==> config.mk <==
export PLATFORM = sky130hd
export DESIGN_NAME = fcmd_top
export DESIGN_NICKNAME = d
export VERILOG_FILES = /design/src/verilog/fcmd_pkg.sv /design/src/verilog/fcmd_seq_if.sv /design/src/verilog/fcmd_seq.sv /design/src/verilog/fcmd_top.sv
export VERILOG_INCLUDE_DIRS = /design/src /design/src/verilog
export SDC_FILE = /design/constraint.sdc
export NUM_CORES = 1
export LEC_CHECK = 0
export BUFFER_PORTS_ARGS = -buffer_cell sky130_fd_sc_hd__buf_2
export CORE_MARGIN = 2
export CORE_UTILIZATION = 25
export CTS_CLUSTER_DIAMETER = 100
export CTS_CLUSTER_SIZE = 40
export DETAILED_ROUTE_END_ITERATION = 12
export SETUP_SLACK_MARGIN = 0.3
export SLEW_MARGIN = 0
export SYNTH_ARGS = -nofsm -noshare
export SYNTH_HDL_FRONTEND = slang
export SYNTH_SLANG_ARGS = --single-unit
export TNS_END_PERCENT = 50
==> constraint.sdc <==
create_clock -name clock_i -period 3 [get_ports clock_i]
set_input_delay 0.45 -clock clock_i [delete_from_list [all_inputs] [get_ports clock_i]]
set_output_delay 0.45 -clock clock_i [all_outputs]
set_load 0.02 [all_outputs]
==> src/verilog/fcmd_params.svh <==
// fcmd_params.svh: command codes, status bit positions and counts
// assumes: included by the sequencer and top-level design files of the command interpreter
`ifndef FCMD_PARAMS_SVH
`define FCMD_PARAMS_SVH

// ****************************************************************
// command codes
// ****************************************************************
`define FCMD_READ_ARRAY  8'hFF
`define FCMD_READ_STATUS 8'h70
`define FCMD_READ_IDENT  8'h90
`define FCMD_READ_QUERY  8'h98
`define FCMD_CLEAR_SR    8'h50
`define FCMD_WORD_PROG   8'h40
`define FCMD_BUF_PROG    8'hE8
`define FCMD_CONFIRM     8'hD0
`define FCMD_FACT_SETUP  8'h80
`define FCMD_ERASE       8'h20
`define FCMD_SUSPEND     8'hB0
`define FCMD_LOCK_SETUP  8'h60
`define FCMD_LOCK        8'h01
`define FCMD_LOCK_DOWN   8'h2F
`define FCMD_OTP_PROG    8'hC0
`define FCMD_SET_RCR     8'h03
`define FCMD_BLANK       8'hBC
`define FCMD_EFI         8'hEB

// ****************************************************************
// status layout, reset values, counts
// ****************************************************************
`define FCMD_SR_RESET    8'h80
`define FCMD_SR_READY    7
`define FCMD_SR_ESUSP    6
`define FCMD_SR_EERR     5
`define FCMD_SR_PERR     4
`define FCMD_SR_PSUSP    2
`define FCMD_RCR_MSB     16
`define FCMD_RCR_LSB     1
`define FCMD_BUF_WORDS   512
`define FCMD_OP_CYCLES   64
`define FCMD_SYNC_STAGES 3

`endif

==> src/verilog/fcmd_pkg.sv <==
// fcmd_pkg: state and operation types of the command interpreter
// assumes: nothing beyond the language
package fcmd_pkg;

  typedef enum logic [12:0] {
    D_IDLE  = 13'h0001,
    D_PROG  = 13'h0002,
    D_BCNT  = 13'h0004,
    D_BDATA = 13'h0008,
    D_BCONF = 13'h0010,
    D_FACT  = 13'h0020,
    D_ERASE = 13'h0040,
    D_LOCK  = 13'h0080,
    D_OTP   = 13'h0100,
    D_BLANK = 13'h0200,
    D_ESUB  = 13'h0400,
    D_ECNT  = 13'h0800,
    D_FMODE = 13'h1000
  } fcmd_dec_t;

  typedef enum logic [3:0] {
    RD_ARRAY  = 4'h1,
    RD_STATUS = 4'h2,
    RD_IDENT  = 4'h4,
    RD_QUERY  = 4'h8
  } fcmd_rd_t;

  typedef enum logic [4:0] {
    OP_WORD  = 5'h01,
    OP_BUF   = 5'h02,
    OP_ERASE = 5'h04,
    OP_OTP   = 5'h08,
    OP_BLANK = 5'h10
  } fcmd_op_t;

  typedef enum logic [2:0] {
    LK_LOCK   = 3'h1,
    LK_UNLOCK = 3'h2,
    LK_DOWN   = 3'h4
  } fcmd_lock_t;

endpackage : fcmd_pkg

==> src/verilog/fcmd_seq_if.sv <==
// fcmd_seq_if: decoder to sequencer start, suspend and status wires
// assumes: both ends on clock_i
`timescale 1ns/1ps
interface fcmd_seq_if;
  import fcmd_pkg::*;
  logic     start;
  fcmd_op_t op;
  logic     suspend;
  logic     resume;
  logic     active;
  logic     running;
  logic     susp_prog;
  logic     susp_erase;
  logic     done;
  modport dec (output start, op, suspend, resume,
               input active, running, susp_prog, susp_erase, done);
  modport seq (input start, op, suspend, resume,
               output active, running, susp_prog, susp_erase, done);
endinterface : fcmd_seq_if

==> src/verilog/fcmd_seq.sv <==
// fcmd_seq: timed program/erase sequencer with suspend and resume
// assumes: start only when idle; asynchronous reset aborts the job
`timescale 1ns/1ps
`include "fcmd_params.svh"
module fcmd_seq
  import fcmd_pkg::*;
#(
  parameter int OP_CYCLES = `FCMD_OP_CYCLES
) (
  input  wire logic clock_i,
  input  wire logic rst_n_i,
  fcmd_seq_if.seq   sif
);
  logic        busy_r;
  logic        susp_r;
  logic        erase_r;
  logic        done_r;
  logic [15:0] cnt_r;

  wire run_w    = busy_r & ~susp_r;
  wire finish_w = run_w & ~sif.suspend & (cnt_r == 16'h0000);

  // ****************************************************************
  // job timer; reset drops the job, leaving its target undefined
  // ****************************************************************
  always_ff @(posedge clock_i or negedge rst_n_i) begin
    if (!rst_n_i) begin
      busy_r  <= 1'b0;
      susp_r  <= 1'b0;
      erase_r <= 1'b0;
      done_r  <= 1'b0;
      cnt_r   <= 16'h0000;
    end else begin
      done_r <= finish_w;
      if (sif.start && !busy_r) begin
        busy_r  <= 1'b1;
        erase_r <= (sif.op == OP_ERASE);
        cnt_r   <= 16'(OP_CYCLES - 1);
      end else if (run_w && sif.suspend) begin
        susp_r <= 1'b1;
      end else if (susp_r && sif.resume) begin
        susp_r <= 1'b0;
      end else if (finish_w) begin
        busy_r <= 1'b0;
      end else if (run_w) begin
        cnt_r <= cnt_r - 16'h0001;
      end
    end
  end

  assign sif.active     = busy_r;
  assign sif.running    = run_w;
  assign sif.susp_prog  = susp_r & ~erase_r;
  assign sif.susp_erase = susp_r & erase_r;
  assign sif.done       = done_r;
endmodule : fcmd_seq

==> src/verilog/fcmd_top.sv <==
// fcmd_top: command interpreter of a 16-bit parallel flash device
// assumes: flash pins arrive asynchronously; array, identifier and
// query data are supplied by neighbouring logic on clock_i
`timescale 1ns/1ps
`include "fcmd_params.svh"

// How it works
// - after reset: array read state, status reads 0x80
// - reset floats data outputs and stops any running job
// - reset during program or erase aborts it; target left undefined
// - 0xFF selects array read on all sixteen data lines
// - 0x70 or any program/erase command selects status read
// - 0x90 selects identifier read
// - 0x98 selects query read on the low eight lines
// - error bits only set by hardware; 0x50 clears them
// - 0x40 then one data write programs that word
// - while busy only status read and suspend are accepted
// - 0xE8, count, up to 512 words, then 0xD0 programs buffer
// - 0x80 then 0xD0 enters factory mode; commands then ignored
// - 0x20 then 0xD0 erases; other code sets bits 4,5 and status read
// - 0xB0 suspends job; suspended flag plus ready until resume/reset
// - 0xD0 while suspended resumes the job
// - 0x60 then 0x01 lock, 0xD0 unlock unless locked down, 0x2F down
// - 0xC0 then one write programs the one-time register
// - 0x60 then 0x03 loads read config from address; array read
// - 0xBC then 0xD0 runs a blank check on the block
// - 0xEB, sub-opcode, count minus one, then that many data words
// - command captured when write strobe or chip select rises first
module fcmd_top
  import fcmd_pkg::*;
#(
  parameter int AW        = 25,
  parameter int OP_CYCLES = `FCMD_OP_CYCLES
) (
  input  wire logic          clock_i,
  input  wire logic          rst_n_i,
  input  wire logic          chip_sel_n_i,
  input  wire logic          out_en_n_i,
  input  wire logic          write_en_n_i,
  input  wire logic [AW-1:0] addr_i,
  input  wire logic [15:0]   dq_i,
  input  wire logic [15:0]   array_data_i,
  input  wire logic [15:0]   ident_data_i,
  input  wire logic [7:0]    query_data_i,
  input  wire logic          locked_down_i,
  output logic      [15:0]   dq_o,
  output logic               dq_oe_o,
  output logic      [7:0]    status_o,
  output logic      [3:0]    read_state_o,
  output logic      [15:0]   read_config_reg_o,
  output logic               op_start_o,
  output logic      [4:0]    op_kind_o,
  output logic      [AW-1:0] op_addr_o,
  output logic      [15:0]   op_data_o,
  output logic               buf_wr_o,
  output logic      [8:0]    buf_idx_o,
  output logic      [15:0]   efi_subop_o,
  output logic               lock_req_o,
  output logic      [2:0]    lock_kind_o,
  output logic               fast_factory_program_o
);
  localparam int PW = 3 + AW + 16;
  localparam logic [PW-1:0] PIN_IDLE = {3'h7, {(AW + 16){1'b0}}};

  // ****************************************************************
  // pin synchroniser: three stages, a bit moves when 2 and 3 agree
  // ****************************************************************
  logic [PW-1:0] s1_r;
  logic [PW-1:0] s2_r;
  logic [PW-1:0] s3_r;
  logic [PW-1:0] pin_r;
  logic [PW-1:0] pin_nxt;

  always_ff @(posedge clock_i or negedge rst_n_i) begin
    if (!rst_n_i) begin
      s1_r  <= PIN_IDLE;
      s2_r  <= PIN_IDLE;
      s3_r  <= PIN_IDLE;
      pin_r <= PIN_IDLE;
    end else begin
      s1_r  <= {chip_sel_n_i, out_en_n_i, write_en_n_i, addr_i, dq_i};
      s2_r  <= s1_r;
      s3_r  <= s2_r;
      pin_r <= pin_nxt;
    end
  end

  for (genvar i = 0; i < PW; i++) begin : g_filt
    assign pin_nxt[i] = (s2_r[i] == s3_r[i]) ? s3_r[i] : pin_r[i];
  end

  wire          ce_n_w = pin_r[PW-1];
  wire          oe_n_w = pin_r[PW-2];
  wire          we_n_w = pin_r[PW-3];
  wire [AW-1:0] addr_w = pin_r[AW+15:16];
  wire [15:0]   data_w = pin_r[15:0];

  // ****************************************************************
  // write cycle capture
  // ****************************************************************
  // end of the cycle is whichever of strobe or select rises first,
  // so the last values seen while both were low are the command
  wire wr_act_w = ~ce_n_w & ~we_n_w & oe_n_w;
  logic          wr_act_r;
  logic [AW-1:0] cap_addr_r;
  logic [15:0]   cap_data_r;

  always_ff @(posedge clock_i or negedge rst_n_i) begin
    if (!rst_n_i) begin
      wr_act_r   <= 1'b0;
      cap_addr_r <= '0;
      cap_data_r <= 16'h0000;
    end else begin
      wr_act_r <= wr_act_w;
      if (wr_act_w) begin
        cap_addr_r <= addr_w;
        cap_data_r <= data_w;
      end
    end
  end

  wire       cmd_evt = wr_act_r & ~wr_act_w;
  wire [7:0] code    = cap_data_r[7:0];

  wire is_read_cmd = (code == `FCMD_READ_ARRAY) | (code == `FCMD_READ_STATUS)
                   | (code == `FCMD_READ_IDENT) | (code == `FCMD_READ_QUERY);

  // ****************************************************************
  // sequencer
  // ****************************************************************
  fcmd_seq_if sif ();

  fcmd_seq #(
    .OP_CYCLES (OP_CYCLES)
  ) u_seq (
    .clock_i (clock_i),
    .rst_n_i (rst_n_i),
    .sif     (sif)
  );

  // ****************************************************************
  // command decoder
  // ****************************************************************
  fcmd_dec_t  dec_r;
  fcmd_dec_t  dec_nxt;
  fcmd_rd_t   rd_r;
  fcmd_rd_t   rd_nxt;
  fcmd_op_t   op_nxt;
  fcmd_lock_t lock_nxt;
  logic [8:0] cnt_r;
  logic [8:0] cnt_nxt;
  logic [8:0] idx_r;
  logic [8:0] idx_nxt;
  logic       start_nxt;
  logic       seq_err;
  logic       clr_err;
  logic       lock_nxt_req;
  logic       buf_wr_nxt;
  logic       rcr_load;
  logic       sub_load;
  logic       susp_nxt;
  logic       resume_nxt;
  logic       fact_nxt;
  logic       fact_r;

  always_comb begin
    dec_nxt      = dec_r;
    rd_nxt       = rd_r;
    op_nxt       = OP_WORD;
    lock_nxt     = LK_LOCK;
    cnt_nxt      = cnt_r;
    idx_nxt      = idx_r;
    start_nxt    = 1'b0;
    seq_err      = 1'b0;
    clr_err      = 1'b0;
    lock_nxt_req = 1'b0;
    buf_wr_nxt   = 1'b0;
    rcr_load     = 1'b0;
    sub_load     = 1'b0;
    susp_nxt     = 1'b0;
    resume_nxt   = 1'b0;
    fact_nxt     = fact_r;
    if (!cmd_evt) begin
      dec_nxt = dec_r;
    end else if (fact_r) begin
      // every write is buffer data; no command can leave this mode
      buf_wr_nxt = 1'b1;
      idx_nxt    = idx_r + 9'h001;
    end else if (sif.running) begin
      if (code == `FCMD_READ_STATUS) begin
        rd_nxt = RD_STATUS;
      end else if (code == `FCMD_SUSPEND) begin
        susp_nxt = 1'b1;
        rd_nxt   = RD_STATUS;
      end
    end else begin
      case (dec_r)
        D_IDLE: begin
          if (code == `FCMD_READ_ARRAY) begin
            rd_nxt = RD_ARRAY;
          end else if (code == `FCMD_READ_STATUS) begin
            rd_nxt = RD_STATUS;
          end else if (code == `FCMD_READ_IDENT) begin
            rd_nxt = RD_IDENT;
          end else if (code == `FCMD_READ_QUERY) begin
            rd_nxt = RD_QUERY;
          end else if (code == `FCMD_CLEAR_SR) begin
            clr_err = 1'b1;
          end else if (sif.active) begin
            resume_nxt = (code == `FCMD_CONFIRM);
          end else if (code == `FCMD_WORD_PROG) begin
            dec_nxt = D_PROG;
            rd_nxt  = RD_STATUS;
          end else if (code == `FCMD_BUF_PROG) begin
            dec_nxt = D_BCNT;
            rd_nxt  = RD_STATUS;
          end else if (code == `FCMD_FACT_SETUP) begin
            dec_nxt = D_FACT;
            rd_nxt  = RD_STATUS;
          end else if (code == `FCMD_ERASE) begin
            dec_nxt = D_ERASE;
            rd_nxt  = RD_STATUS;
          end else if (code == `FCMD_LOCK_SETUP) begin
            dec_nxt = D_LOCK;
          end else if (code == `FCMD_OTP_PROG) begin
            dec_nxt = D_OTP;
            rd_nxt  = RD_STATUS;
          end else if (code == `FCMD_BLANK) begin
            dec_nxt = D_BLANK;
            rd_nxt  = RD_STATUS;
          end else if (code == `FCMD_EFI) begin
            dec_nxt = D_ESUB;
            rd_nxt  = RD_STATUS;
          end
        end
        D_PROG: begin
          start_nxt = 1'b1;
          op_nxt    = OP_WORD;
          dec_nxt   = D_IDLE;
        end
        D_OTP: begin
          start_nxt = 1'b1;
          op_nxt    = OP_OTP;
          dec_nxt   = D_IDLE;
        end
        D_ERASE, D_BLANK, D_BCONF: begin
          dec_nxt = D_IDLE;
          rd_nxt  = RD_STATUS;
          if (code == `FCMD_CONFIRM) begin
            start_nxt = 1'b1;
            op_nxt    = (dec_r == D_ERASE) ? OP_ERASE
                      : (dec_r == D_BLANK) ? OP_BLANK : OP_BUF;
          end else begin
            seq_err = 1'b1;
          end
        end
        D_FACT: begin
          if (code == `FCMD_CONFIRM) begin
            fact_nxt = 1'b1;
            dec_nxt  = D_FMODE;
            idx_nxt  = 9'h000;
          end else begin
            seq_err = 1'b1;
            dec_nxt = D_IDLE;
          end
        end
        D_LOCK: begin
          dec_nxt = D_IDLE;
          if (code == `FCMD_LOCK) begin
            lock_nxt_req = 1'b1;
            lock_nxt     = LK_LOCK;
          end else if (code == `FCMD_CONFIRM) begin
            lock_nxt_req = ~locked_down_i;
            lock_nxt     = LK_UNLOCK;
          end else if (code == `FCMD_LOCK_DOWN) begin
            lock_nxt_req = 1'b1;
            lock_nxt     = LK_DOWN;
          end else if (code == `FCMD_SET_RCR) begin
            rcr_load = 1'b1;
            rd_nxt   = RD_ARRAY;
          end else begin
            seq_err = 1'b1;
            rd_nxt  = RD_STATUS;
          end
        end
        D_ESUB: begin
          sub_load = 1'b1;
          dec_nxt  = D_ECNT;
        end
        D_BCNT, D_ECNT: begin
          cnt_nxt = cap_data_r[8:0];
          idx_nxt = 9'h000;
          dec_nxt = D_BDATA;
        end
        D_BDATA: begin
          buf_wr_nxt = 1'b1;
          idx_nxt    = idx_r + 9'h001;
          if (idx_r == cnt_r) begin
            dec_nxt = D_BCONF;
          end
        end
        default: begin
          dec_nxt = D_IDLE;
        end
      endcase
    end
  end

  assign sif.start   = start_nxt;
  assign sif.op      = op_nxt;
  assign sif.suspend = susp_nxt;
  assign sif.resume  = resume_nxt;

  // ****************************************************************
  // status: error bits are sticky, a set beats a same-cycle clear
  // ****************************************************************
  logic perr_r;
  logic eerr_r;
  wire  perr_nxt = (perr_r & ~clr_err) | seq_err;
  wire  eerr_nxt = (eerr_r & ~clr_err) | seq_err;
  logic [7:0] status_w;

  always_comb begin
    status_w                = 8'h00;
    status_w[`FCMD_SR_READY] = ~sif.running;
    status_w[`FCMD_SR_ESUSP] = sif.susp_erase;
    status_w[`FCMD_SR_EERR]  = eerr_r;
    status_w[`FCMD_SR_PERR]  = perr_r;
    status_w[`FCMD_SR_PSUSP] = sif.susp_prog;
  end

  // ****************************************************************
  // read path: output enable only while selected and reading
  // ****************************************************************
  wire        rd_en_w = ~ce_n_w & ~oe_n_w & we_n_w;
  wire [15:0] rd_mux_w = (rd_r == RD_STATUS) ? {8'h00, status_w}
                       : (rd_r == RD_IDENT)  ? ident_data_i
                       : (rd_r == RD_QUERY)  ? {8'h00, query_data_i}
                       : array_data_i;

  // ****************************************************************
  // state registers; asynchronous reset floats the bus
  // ****************************************************************
  always_ff @(posedge clock_i or negedge rst_n_i) begin
    if (!rst_n_i) begin
      dec_r  <= D_IDLE;
      rd_r   <= RD_ARRAY;
      cnt_r  <= 9'h000;
      idx_r  <= 9'h000;
      fact_r <= 1'b0;
      perr_r <= 1'b0;
      eerr_r <= 1'b0;
    end else begin
      dec_r  <= dec_nxt;
      rd_r   <= rd_nxt;
      cnt_r  <= cnt_nxt;
      idx_r  <= idx_nxt;
      fact_r <= fact_nxt;
      perr_r <= perr_nxt;
      eerr_r <= eerr_nxt;
    end
  end

  always_ff @(posedge clock_i or negedge rst_n_i) begin
    if (!rst_n_i) begin
      dq_o     <= 16'h0000;
      dq_oe_o  <= 1'b0;
      status_o <= `FCMD_SR_RESET;
    end else begin
      dq_o     <= rd_mux_w;
      dq_oe_o  <= rd_en_w;
      status_o <= status_w;
    end
  end

  always_ff @(posedge clock_i or negedge rst_n_i) begin
    if (!rst_n_i) begin
      op_start_o  <= 1'b0;
      op_kind_o   <= 5'h00;
      buf_wr_o    <= 1'b0;
      buf_idx_o   <= 9'h000;
      lock_req_o  <= 1'b0;
      lock_kind_o <= 3'h0;
    end else begin
      op_start_o  <= start_nxt;
      op_kind_o   <= start_nxt ? op_nxt : op_kind_o;
      buf_wr_o    <= buf_wr_nxt;
      buf_idx_o   <= idx_r;
      lock_req_o  <= lock_nxt_req;
      lock_kind_o <= lock_nxt_req ? lock_nxt : lock_kind_o;
    end
  end

  always_ff @(posedge clock_i or negedge rst_n_i) begin
    if (!rst_n_i) begin
      op_addr_o         <= '0;
      op_data_o         <= 16'h0000;
      read_config_reg_o <= 16'h0000;
      efi_subop_o       <= 16'h0000;
    end else begin
      if (cmd_evt && dec_r != D_IDLE) begin
        op_addr_o <= cap_addr_r;
        op_data_o <= cap_data_r;
      end
      if (rcr_load) begin
        read_config_reg_o <= cap_addr_r[`FCMD_RCR_MSB:`FCMD_RCR_LSB];
      end
      if (sub_load) begin
        efi_subop_o <= cap_data_r;
      end
    end
  end

  assign read_state_o           = rd_r;
  assign fast_factory_program_o = fact_r;

  logic up_r;
  always_ff @(posedge clock_i or negedge rst_n_i) begin
    if (!rst_n_i) up_r <= 1'b0;
    else          up_r <= 1'b1;
  end
endmodule : fcmd_top

### Word level (Yosys, flattened, before mapping)

Cells that the tools add are included.

| storage, ports and cells | value |
|---|---|
| register bits after elaboration | 390 |
| input port bits | 87 |
| output and inout bits | 123 |

| operators by class | value |
|---|---|
| $add $sub $neg | 2 |
| equal/unequal tests | 101 |
| mux-type cells | 135 |
| bitwise logic cells | 26 |
| reduce and logical (&&, ||, !) cells | 22 |

Operator list:

| operator | number |
|---|---|
| $mux 13 | 16 |
| $mux 16 | 8 |
| $eq 8x8->1 const B | 10 |
| $mux 4 | 20 |
| $mux 1 | 68 |
| $pmux 13 s5 | 1 |
| $eq 1x1->1 | 44 |
| $eq 8x7->1 const B | 4 |
| $mux 5 | 6 |
| $mux 9 | 3 |
| $pmux 9 s3 | 1 |
| $reduce_and 11->1 | 2 |
| $mux 3 | 7 |
| $eq 8x6->1 const B | 2 |
| $logic_not 16->1 | 1 |
| $ne 2x2->1 const B | 8 |
| $sub 16x1->16 const B | 1 |
| $ne 7x7->1 const B | 2 |
| $eq 13x1->1 const B | 1 |
| $eq 13x10->1 const B | 1 |
| $eq 13x11->1 const B | 1 |
| $eq 13x12->1 const B | 1 |
| $eq 13x2->1 const B | 1 |
| $eq 13x3->1 const B | 1 |
| other kinds (38) | 76 |

### Logic depth before layout (Yosys ltp)

Gate-level depths: netlist (run 1).

| depth | value |
|---|---|
| word-level depth | 17 |
| gate-level depth with buffers | 10 |

### Hierarchy

Synthesis (run 1) repeated with hierarchy kept, for this count alone.

| unflattened totals | value |
|---|---|
| cells, all modules | 997 |
| area, all modules | 14426.3 sq um |

Modules (own cells, without submodules):

| module | times used | cells each | area each (sq um) | seq. area each (sq um) |
|---|---|---|---|---|
| fcmd_top | 1 | 884 | 13317.8 | 9302.7 |
| fcmd_seq | 1 | 113 | 1108.6 | 500.5 |

### Least setup slack after synthesis (run 1)

No wires, ideal clock.

| timing path | value |
|---|---|
| kind | register to register |
| start point | register dec_r[3] |
| end point | register lock_kind_o[1] |
| library setup time | 125 ps |
| data arrival time | 2469 ps |
| slack | 406 ps |
| stages on the path, launching flop included | 8 |
| cell sequence | dfrtp_1 -> buf_6 -> or4_4 -> or4_1 -> buf_2 -> a311oi_4 -> o211a_4 -> mux2_4 |

| between the ends | value |
|---|---|
| word-level cells in the longest chain between the ends | 5 |

RTL lines:

| item | RTL line | text |
|---|---|---|
| start, declared | fcmd_top.sv:144 | `fcmd_dec_t dec_r;` |
| start signal, assigned | fcmd_top.sv:354 | `dec_r <= dec_nxt;` |
| $eq 13x8->1 | fcmd_top.sv:197 | `case (dec_r)` |
| $mux 1 | fcmd_top.sv:197 |  |
| $mux 1 | fcmd_top.sv:189 | `end else if (sif.running) begin` |
| $mux 1 | fcmd_top.sv:185 | `end else if (fact_r) begin` |
| $mux 1 | fcmd_top.sv:183 | `if (!cmd_evt) begin` |
| named net lock_nxt_req | fcmd_top.sv:157 | `logic lock_nxt_req;` |
| end signal, assigned | fcmd_top.sv:390 | `lock_kind_o <= lock_nxt_req ? lock_nxt : lock_kind_o;` |
| end, declared | fcmd_top.sv:59 | `output logic [2:0] lock_kind_o,` |

The timed path passes the listed nets, and every way through them passes these cells.
A chain may end at the register's enable or synchronous reset.

### Worst setup path in the final report (run 1)

| timing path | value |
|---|---|
| start point | register cap_data_r[2] |
| end point | register lock_kind_o[1] |

| between the ends | value |
|---|---|
| word-level cells in the longest chain between the ends | 8 |

RTL lines:

| item | RTL line | text |
|---|---|---|
| start, declared | fcmd_top.sv:106 | `logic [15:0] cap_data_r;` |
| start signal, assigned | fcmd_top.sv:117 | `cap_data_r <= data_w;` |
| $eq 8x6->1 (no source line) | - |  |
| $mux 1 | fcmd_top.sv:275 | `` end else if (code == `FCMD_LOCK_DOWN) begin `` |
| $mux 1 | fcmd_top.sv:272 | `` end else if (code == `FCMD_CONFIRM) begin `` |
| $mux 1 * | fcmd_top.sv:269 | `` if (code == `FCMD_LOCK) begin `` |
| $mux 1 * | fcmd_top.sv:197 |  |
| $mux 1 * | fcmd_top.sv:189 |  |
| $mux 1 * | fcmd_top.sv:185 |  |
| $mux 1 * | fcmd_top.sv:183 |  |
| named net lock_nxt_req | fcmd_top.sv:157 |  |

Mark *: on every way through the listed nets, which the timed path passes. The rest lies on a longest branch.

==> metrics.md, run 1 <==
| Metric | Value |
|---|---|
| CP delay by family, top | `simple AND/OR/NAND/NOR gates` |
| Flip-flop and latch count after synthesis | `390` |
| Endpoints failing hold | `0` |
| Total routing resource utilization after global routing | `0.112` |
| Overflow left after global routing | `0` |
| CP Launch Point | `cap_data_r[2]` |
| Type of the worst setup path | `reg2reg` |
| Initial Utilization | `0.253` |
| Kind of launch point of the worst setup path | `flop` |
| Std-Cell Rows | `87` |
| Power density over the cells | `725 nW/um^2` |
| Average detailed-routed wire length per instance | `15.7 um` |
| Time the final worst path needs with I/O delays and setup | `2.66 ns` |
| Clock tree buffer depth | `3` |
| Final max-slew violation count | `0` |
| Critical path capture point | `lock_kind_o[1]` |
| Internal power | `0.00871 W` |
| Non-filler instance count after layout | `2118` |
| Switching power share of the total | `0.329` |
| Max-Cap Viols | `0` |
| Number of detailed-routing iterations run before antenna repair | `4` |
| Count of different cell masters after synthesis | `77` |
| PortBufs | `206` |
| Die footprint | `59100 um^2` |
| Largest net degree at the start of global routing | `85` |
| Sequential element share of the synthesized area | `0.685` |
| Fraction of post-synthesis cell area in the top cell type by area | `0.657` |
| Register-to-register setup slack | `0.34 ns` |
| Total negative slack for setup checks | `0 ns` |
| Run status | `completed` |
| Final Skew | `0.0528 ns` |
| Most numerous cell in the Yosys netlist | `sky130_fd_sc_hd__dfrtp_1` |
| Layout Area Growth over Synthesis | `25.4%` |
| Core area | `56400 um^2` |
| Simple logic cell fraction of the synthesized area | `0.121` |
| Yosys top cell by area | `sky130_fd_sc_hd__dfrtp_1` |
| Highest cell delay on the worst timing path | `0.69 ns` |
| Later-pin clock latency in the skew report | `0.59 ns` |
| Final estimated routing congestion in global placement | `0.834` |
| Cell depth of the worst setup path | `5` |
| Die span in x | `between 200 and 250 um` |
| Count of flip-flops with a built-in enable after synthesis | `0` |
| DP HPWL | `23000 um` |
| Fmax | `376 MHz` |
| Number of nets with antenna violations after detailed routing | `0` |
| Max rail drop VDD | `~0.41 mV` |
| Net count, final | `1438` |
| Count of vias placed by the detailed router | `9113` |
| Area fraction in compound gates after synthesis | `0.0497` |
| Critical Path RT | `3.47 ns` |
| Clock tree sinks | `390` |
| Cell area after technology mapping | `roughly 14000 um^2` |
| # H-tree levels | `1` |
| Initial DRC count | `501` |
| Hold/Removal Path Class | `in2reg` |
| Synth top area cells | `sky130_fd_sc_hd__dfrtp_1 66%, sky130_fd_sc_hd__mux2_2 6.7%, sky130_fd_sc_hd__nand2_1 4.2%` |
| Most used flip-flop cell after synthesis | `sky130_fd_sc_hd__dfrtp_1` |
| Worst slew margin relative to its limit | `0.423` |
| Total leakage power | `8.51 nW` |
| RSZ-0062 raised after global routing | `true` |
| Adder-Cell Fraction of Synth Area | `0.0326` |
| Proportion of synthesized flip-flops having asynchronous set or reset | `1.00` |
| Via-per-instance ratio | `4.30` |
| Combined buffer and inverter count along the critical path | `0` |
| Switching pwr | `0.00427 W` |
| Antenna Cells | `0` |
| Clock-pin slew on the worst setup and hold paths | `0.12 ns` |
| Count of yosys warnings during synthesis | `0` |
| Inserted Clock Buffers | `20` |
| Antenna violations before repair | `0` |
| Cell-by-cell listing of the critical path | `or4_1, or3_1, a311oi_4, o211a_4, mux2_4` |
| CTS root buffer | `sky130_fd_sc_hd__clkbuf_16` |
| Clock network fraction of total power | `0.284` |
| Part of the cycle the worst path needs | `0.886` |
| Vias in the first global route | `9543` |
| Comb power frac | `0.214` |
| TritonCTS clock tree | `built` |
| R2R cell count | `5` |
| Placed insts | `around 2000` |
| Die extent in y | `243 um` |
| Fraction of layout instances using a drive strength above 1 | `0.316` |
| Seq pwr share | `0.502` |
| Critical register-to-register path endpoint | `lock_kind_o[1]` |
| Wire length of the first global-routing pass | `53800 um` |
| Total wirelength of the detailed-routed design | `33300 um` |
| Synth Area in XOR/XNOR | `0.0159` |
| Filler Cell Count | `5712` |
| Least-Margin Pin Slew | `0.865 ns` |
| CP endpoint kind | `flop` |
| Worst hold-check slack | `about 0.13 ns` |
| Commonest cells in the synthesized netlist | `375 x sky130_fd_sc_hd__dfrtp_1, 160 x sky130_fd_sc_hd__nand2_1, 85 x sky130_fd_sc_hd__mux2_2` |
| Remaining routing DRC violations | `0` |
| Gate count of the mapped netlist | `1071` |
| Count of boundary I/O pins | `210` |
| Multiplexer share of the synthesized area | `0.0776` |
| Dominant combinational cell family by area after synthesis | `simple AND/OR/NAND/NOR gates` |
| Mapped Avg Cell Area | `between 10 and 15 um^2` |
| Count of final setup violators | `0` |
| Data arrival time at the worst-slack endpoint | `3.13 ns` |
| Maximum fanout count along the critical path | `9` |
| Critical Path Slowest Stage Cell | `sky130_fd_sc_hd__or4_1` |
| Reg-to-reg startpoint | `cap_data_r[2]` |
## worst min path at each step
stage,startpoint,end,slack (ns),cells after the start
after floorplan,rst_n_i,buf_idx_o[0],0.15,0
after global placement,s1_r[16],s2_r[16],0.33,0
after detailed placement,s1_r[12],s2_r[12],0.33,0
after CTS,array_data_i[11],dq_o[11],0.09,3
after global routing,array_data_i[12],dq_o[12],0.12,3
final,array_data_i[11],dq_o[11],0.13,3
## worst min-delay path, delay by kind of cell
family	cells	cell delay [ns]
simple gates	1	0.08
buf+inv	1	0.07
compound gates	1	0.05
## layer usage
metal  GRT usage  vias up  part of all wire
li1            -     4237                 -
met1       0.153     4626              0.46
met2       0.184      220              0.47
met3      0.0237       30             0.056
met4      0.0253        0             0.016
met5           0        -                 0
## power by group through the flow
stage               combinational [W]  clock (W)  sequential, W
finish                        0.00278    0.00369        0.00652
global route                  0.00304    0.00408        0.00663
CTS                           0.00278    0.00386        0.00653
detailed placement            0.00273          0        0.00663
global placement              0.00270          0        0.00659
floorplan                     0.00121          0        0.00693
## through the flow
stage          cell area, um^2  utilization  power [W]  setup slack, ns
2_1_floorplan            14300            -    0.00814            0.406
3_3_place_gp             16500        0.293    0.00930            0.284
3_5_place_dp             16500        0.293    0.00936            0.252
4_1_cts                  17900        0.317     0.0132            0.296
5_1_grt                  17900        0.318     0.0137            0.230
6_report                 17900        0.318     0.0130            0.341
## area by class of cell
class,count,area (um^2),area share
clock inverter,14,344,0.0192
sequential,390,9780,0.546
timing repair buffer,302,1960,0.109
inverter,12,45.0,0.00251
tap,756,946,0.0528
multi-input combinational,623,4320,0.241
clock buffer,21,526,0.0293
## kinds of logic (layout without fill, tap and decap cells)
| group | Yosys count | count (layout) |
|---|---|---|
| flip-flops | 390 | 390 |
| AND/OR/NAND/NOR | 348 | 349 |
| other | 1 | 3 |
| AO/OA/AOI/OAI | 101 | 101 |
| XOR/XNOR | 26 | 26 |
| adder cells (fa/ha/maj) | 46 | 46 |
| multiplexers | 98 | 98 |
| buffers and inverters | 61 | 349 |
## state kept, by name, indices dropped and copies added, names as in the netlist, 25 cells and up
signal,count
pin_r,44
s1_r,44
s2_r,44
s3_r,44
cap_addr_r,25
op_addr_o,25
## placed cells by master, fill, tap and decap left out, types with 5 or more instances in the layout
cell                            count
sky130_fd_sc_hd__clkinv_16          8
sky130_fd_sc_hd__or3_1             15
sky130_fd_sc_hd__nor2b_1            7
sky130_fd_sc_hd__nand4_1            8
sky130_fd_sc_hd__maj3_1            44
sky130_fd_sc_hd__dfrtp_1          374
sky130_fd_sc_hd__or4_1             10
sky130_fd_sc_hd__nor3_1            12
sky130_fd_sc_hd__o31ai_1            6
sky130_fd_sc_hd__buf_4             44
sky130_fd_sc_hd__nand2b_1          10
sky130_fd_sc_hd__nand3_1           23
sky130_fd_sc_hd__buf_12             6
sky130_fd_sc_hd__o41ai_1            5
sky130_fd_sc_hd__inv_1             10
sky130_fd_sc_hd__xor2_1            16
sky130_fd_sc_hd__o21ai_0           21
sky130_fd_sc_hd__xnor2_1           10
sky130_fd_sc_hd__mux2_2            85
sky130_fd_sc_hd__clkbuf_16         21
sky130_fd_sc_hd__dfstp_2           15
sky130_fd_sc_hd__dlygate4sd3_1     45
sky130_fd_sc_hd__a22oi_1            8
sky130_fd_sc_hd__mux2i_1            8
sky130_fd_sc_hd__a31oi_1            9
sky130_fd_sc_hd__and3_1             5
sky130_fd_sc_hd__buf_2            205
sky130_fd_sc_hd__nand2_1          160
sky130_fd_sc_hd__a21oi_1           19
sky130_fd_sc_hd__nor2_1            48
sky130_fd_sc_hd__nor4_1             9
## repair_timing
action	in CTS	in global routing
setup buffers	0	2
hold buffers	45	0
gates cloned	0	1
hold endpoints to repair	118	0
gates resized for setup	4	5
endpoints found under the setup margin	5	30
pin swaps	0	1
Power figures use the tool's default switching activity.
==> run 2: changes to the inputs <==
--- a/config.mk
+++ b/config.mk
@@ -12,6 +12,8 @@
 export CTS_CLUSTER_DIAMETER = 100
 export CTS_CLUSTER_SIZE = 40
 export DETAILED_ROUTE_END_ITERATION = 12
+export MAX_ROUTING_LAYER = met4
+export PLACE_DENSITY_LB_ADDON = 0.3
 export SETUP_SLACK_MARGIN = 0.3
 export SLEW_MARGIN = 0
 export SYNTH_ARGS = -nofsm -noshare
==> metrics.md, run 2 (synthesis results as in run 1) <==
| Metric | Value |
|---|---|
| Total leakage power | `8.44 nW` |
| Clock network fraction of total power | `0.272` |
| Switching power share of the total | `0.332` |
| Inserted Clock Buffers | `19` |
| Clock tree buffer depth | `3` |
| Highest cell delay on the worst timing path | `0.60 ns` |
| Max-Cap Viols | `0` |
| Comb power frac | `0.217` |
| Time the final worst path needs with I/O delays and setup | `2.67 ns` |
| Internal power | `0.00850 W` |
| Remaining routing DRC violations | `0` |
| # H-tree levels | `1` |
| Antenna violations before repair | `1` |
| Wire length of the first global-routing pass | `54700 um` |
| Maximum fanout count along the critical path | `25` |
| Switching pwr | `0.00423 W` |
| Later-pin clock latency in the skew report | `0.58 ns` |
| R2R cell count | `7` |
| Cell depth of the worst setup path | `7` |
| Count of boundary I/O pins | `210` |
| Hold-critical path depth | `3` |
| Vias in the first global route | `9665` |
| Part of the cycle the worst path needs | `0.891` |
| Run status | `completed` |
| Fmax | `374 MHz` |
| Max rail drop VDD | `between 0.3 and 0.4 mV` |
| Die extent in y | `243 um` |
| Clock-pin slew on the worst setup and hold paths | `0.13 ns` |
| Number of detailed-routing iterations run before antenna repair | `4` |
| Data arrival time at the worst-slack endpoint | `roughly 3.1 ns` |
| Net count, final | `1434` |
| Die footprint | `59100 um^2` |
| Most frequent standard cell in the layout excluding fill and tap cells | `sky130_fd_sc_hd__dfrtp_1` |
| Initial DRC count | `413` |
| Final Skew | `0.0494 ns` |
| Core area | `56400 um^2` |
| Total wirelength of the detailed-routed design | `33400 um` |
| Type of the worst setup path | `reg2reg` |
| Combined buffer and inverter count along the critical path | `3` |
| Seq pwr share | `0.512` |
| Final max-slew violation count | `0` |
| Total negative slack for setup checks | `0 ns` |
| Die span in x | `~240 um` |
| Worst min-delay path endpoint | `dq_o[10]` |
| RSZ-0062 raised after global routing | `true` |
| Power density over the cells | `715 nW/um^2` |
| Final estimated routing congestion in global placement | `0.848` |
| Least-Margin Pin Slew | `1.01 ns` |
| Critical Path Slowest Stage Cell | `sky130_fd_sc_hd__or4b_1` |
| CP endpoint kind | `flop` |
| Register-to-register setup slack | `0.33 ns` |
| Average detailed-routed wire length per instance | `around 16 um` |
| Filler Cell Count | `5747` |
| Count of vias placed by the detailed router | `9042` |
| Initial Utilization | `0.253` |
| TritonCTS clock tree | `built` |
| Hold/Removal Path Class | `in2reg` |
| Via-per-instance ratio | `4.28` |
| Cell-by-cell listing of the critical path | `buf_4, or4b_1, nor4_4, buf_4, nor2_4, buf_12, mux2_2` |
| Overflow left after global routing | `0` |
| Count of final setup violators | `0` |
| Layout Area Growth over Synthesis | `24.6%` |
| Worst slew margin relative to its limit | `0.327` |
| Clock tree sinks | `390` |
| Critical register-to-register path endpoint | `op_addr_o[8]` |
| Total routing resource utilization after global routing | `0.118` |
| Endpoints failing hold | `0` |
| Largest net degree at the start of global routing | `73` |
| PortBufs | `206` |
| CP dominant cell by count | `sky130_fd_sc_hd__buf_4` |
| Reg-to-reg startpoint | `dec_r[2]` |
| Most used cells in the layout excluding fill and tap cells | `369 x sky130_fd_sc_hd__dfrtp_1, 205 x sky130_fd_sc_hd__buf_2, 159 x sky130_fd_sc_hd__nand2_1` |
| DP HPWL | `around 23000 um` |
| Worst hold-check slack | `around 0.11 ns` |
| CTS root buffer | `sky130_fd_sc_hd__clkbuf_16` |
| Number of nets with antenna violations after detailed routing | `0` |
| Kind of launch point of the worst setup path | `flop` |
| CP delay by family, top | `simple AND/OR/NAND/NOR gates` |
| Startpoint of the most critical hold path | `array_data_i[10]` |
| Fraction of layout instances using a drive strength above 1 | `0.320` |
| Std-Cell Rows | `a little under 90` |
| Critical Path RT | `3.46 ns` |
| Antenna Cells | `0` |
[run 2: repair_timing]
| item | 4_1_cts | 5_1_grt |
|---|---|---|
| buffers inserted | 0 | 3 |
| hold buffers | 45 | 0 |
| hold endpoints to repair | 109 | 0 |
| setup endpoints to repair | 5 | 77 |
| pin swaps | 1 | 0 |
| resized for setup | 4 | 13 |
[run 2: power by group through the flow]
| stage | registers (W) | logic (W) | clock network, W |
|---|---|---|---|
| after floorplan | 0.00693 | 0.00121 | 0 |
| after global placement | 0.00661 | 0.00271 | 0 |
| after CTS | 0.00653 | 0.00278 | 0.00363 |
| after global routing | 0.00663 | 0.00303 | 0.00383 |
| final | 0.00651 | 0.00276 | 0.00346 |
| after detailed placement | 0.00662 | 0.00272 | 0 |
[run 2: worst max-delay path by stage]
stage | from | endpoint | slack, ns
global route | dec_r[2] | op_addr_o[23] | 0.19
floorplan | dec_r[3] | lock_kind_o[1] | 0.41
CTS | dec_r[2] | op_addr_o[23] | 0.29
detailed placement | dec_r[11] | read_state_o[1] | 0.24
global placement | dec_r[11] | read_state_o[1] | 0.28
finish | dec_r[2] | op_addr_o[8] | 0.33
[run 2: stage by stage]
step	total power, W	setup slack (ns)	std cells	util	area [um^2]
after global placement	0.00932	0.277	2032	0.293	16500
after global routing	0.0135	0.192	2113	0.316	17800
after floorplan	0.00814	0.406	1073	-	14300
after CTS	0.0129	0.294	2110	0.314	17700
final	0.0127	0.326	2113	0.316	17800
after detailed placement	0.00934	0.235	2032	0.293	16500
[run 2: metal layers]
layer | routed length [um] | global-route usage | vias to the layer above
met5 | 0 | - | -
met3 | 2070 | 0.0272 | 34
li1 | - | - | 4246
met1 | 15000 | 0.155 | 4589
met2 | 15800 | 0.187 | 173
met4 | 556 | 0.0254 | 0
[run 2: worst register-to-register path: cells and delay by family (launching register included)]
family,cells,cell delay [ns]
flip-flops,1,0.40
buffers and inverters,3,0.65
multiplexers,1,0.30
AND/OR/NAND/NOR,3,1.23
[run 2: cell type report]
class | count | area (um^2) | share of cell area
multi-input combinational | 622 | 4340 | 0.244
clock inverter | 14 | 280 | 0.0157
clock buffer | 19 | 475 | 0.0267
tap | 756 | 946 | 0.0531
inverter | 12 | 45.0 | 0.00253
sequential | 390 | 9790 | 0.550
timing repair buffer | 300 | 1930 | 0.109
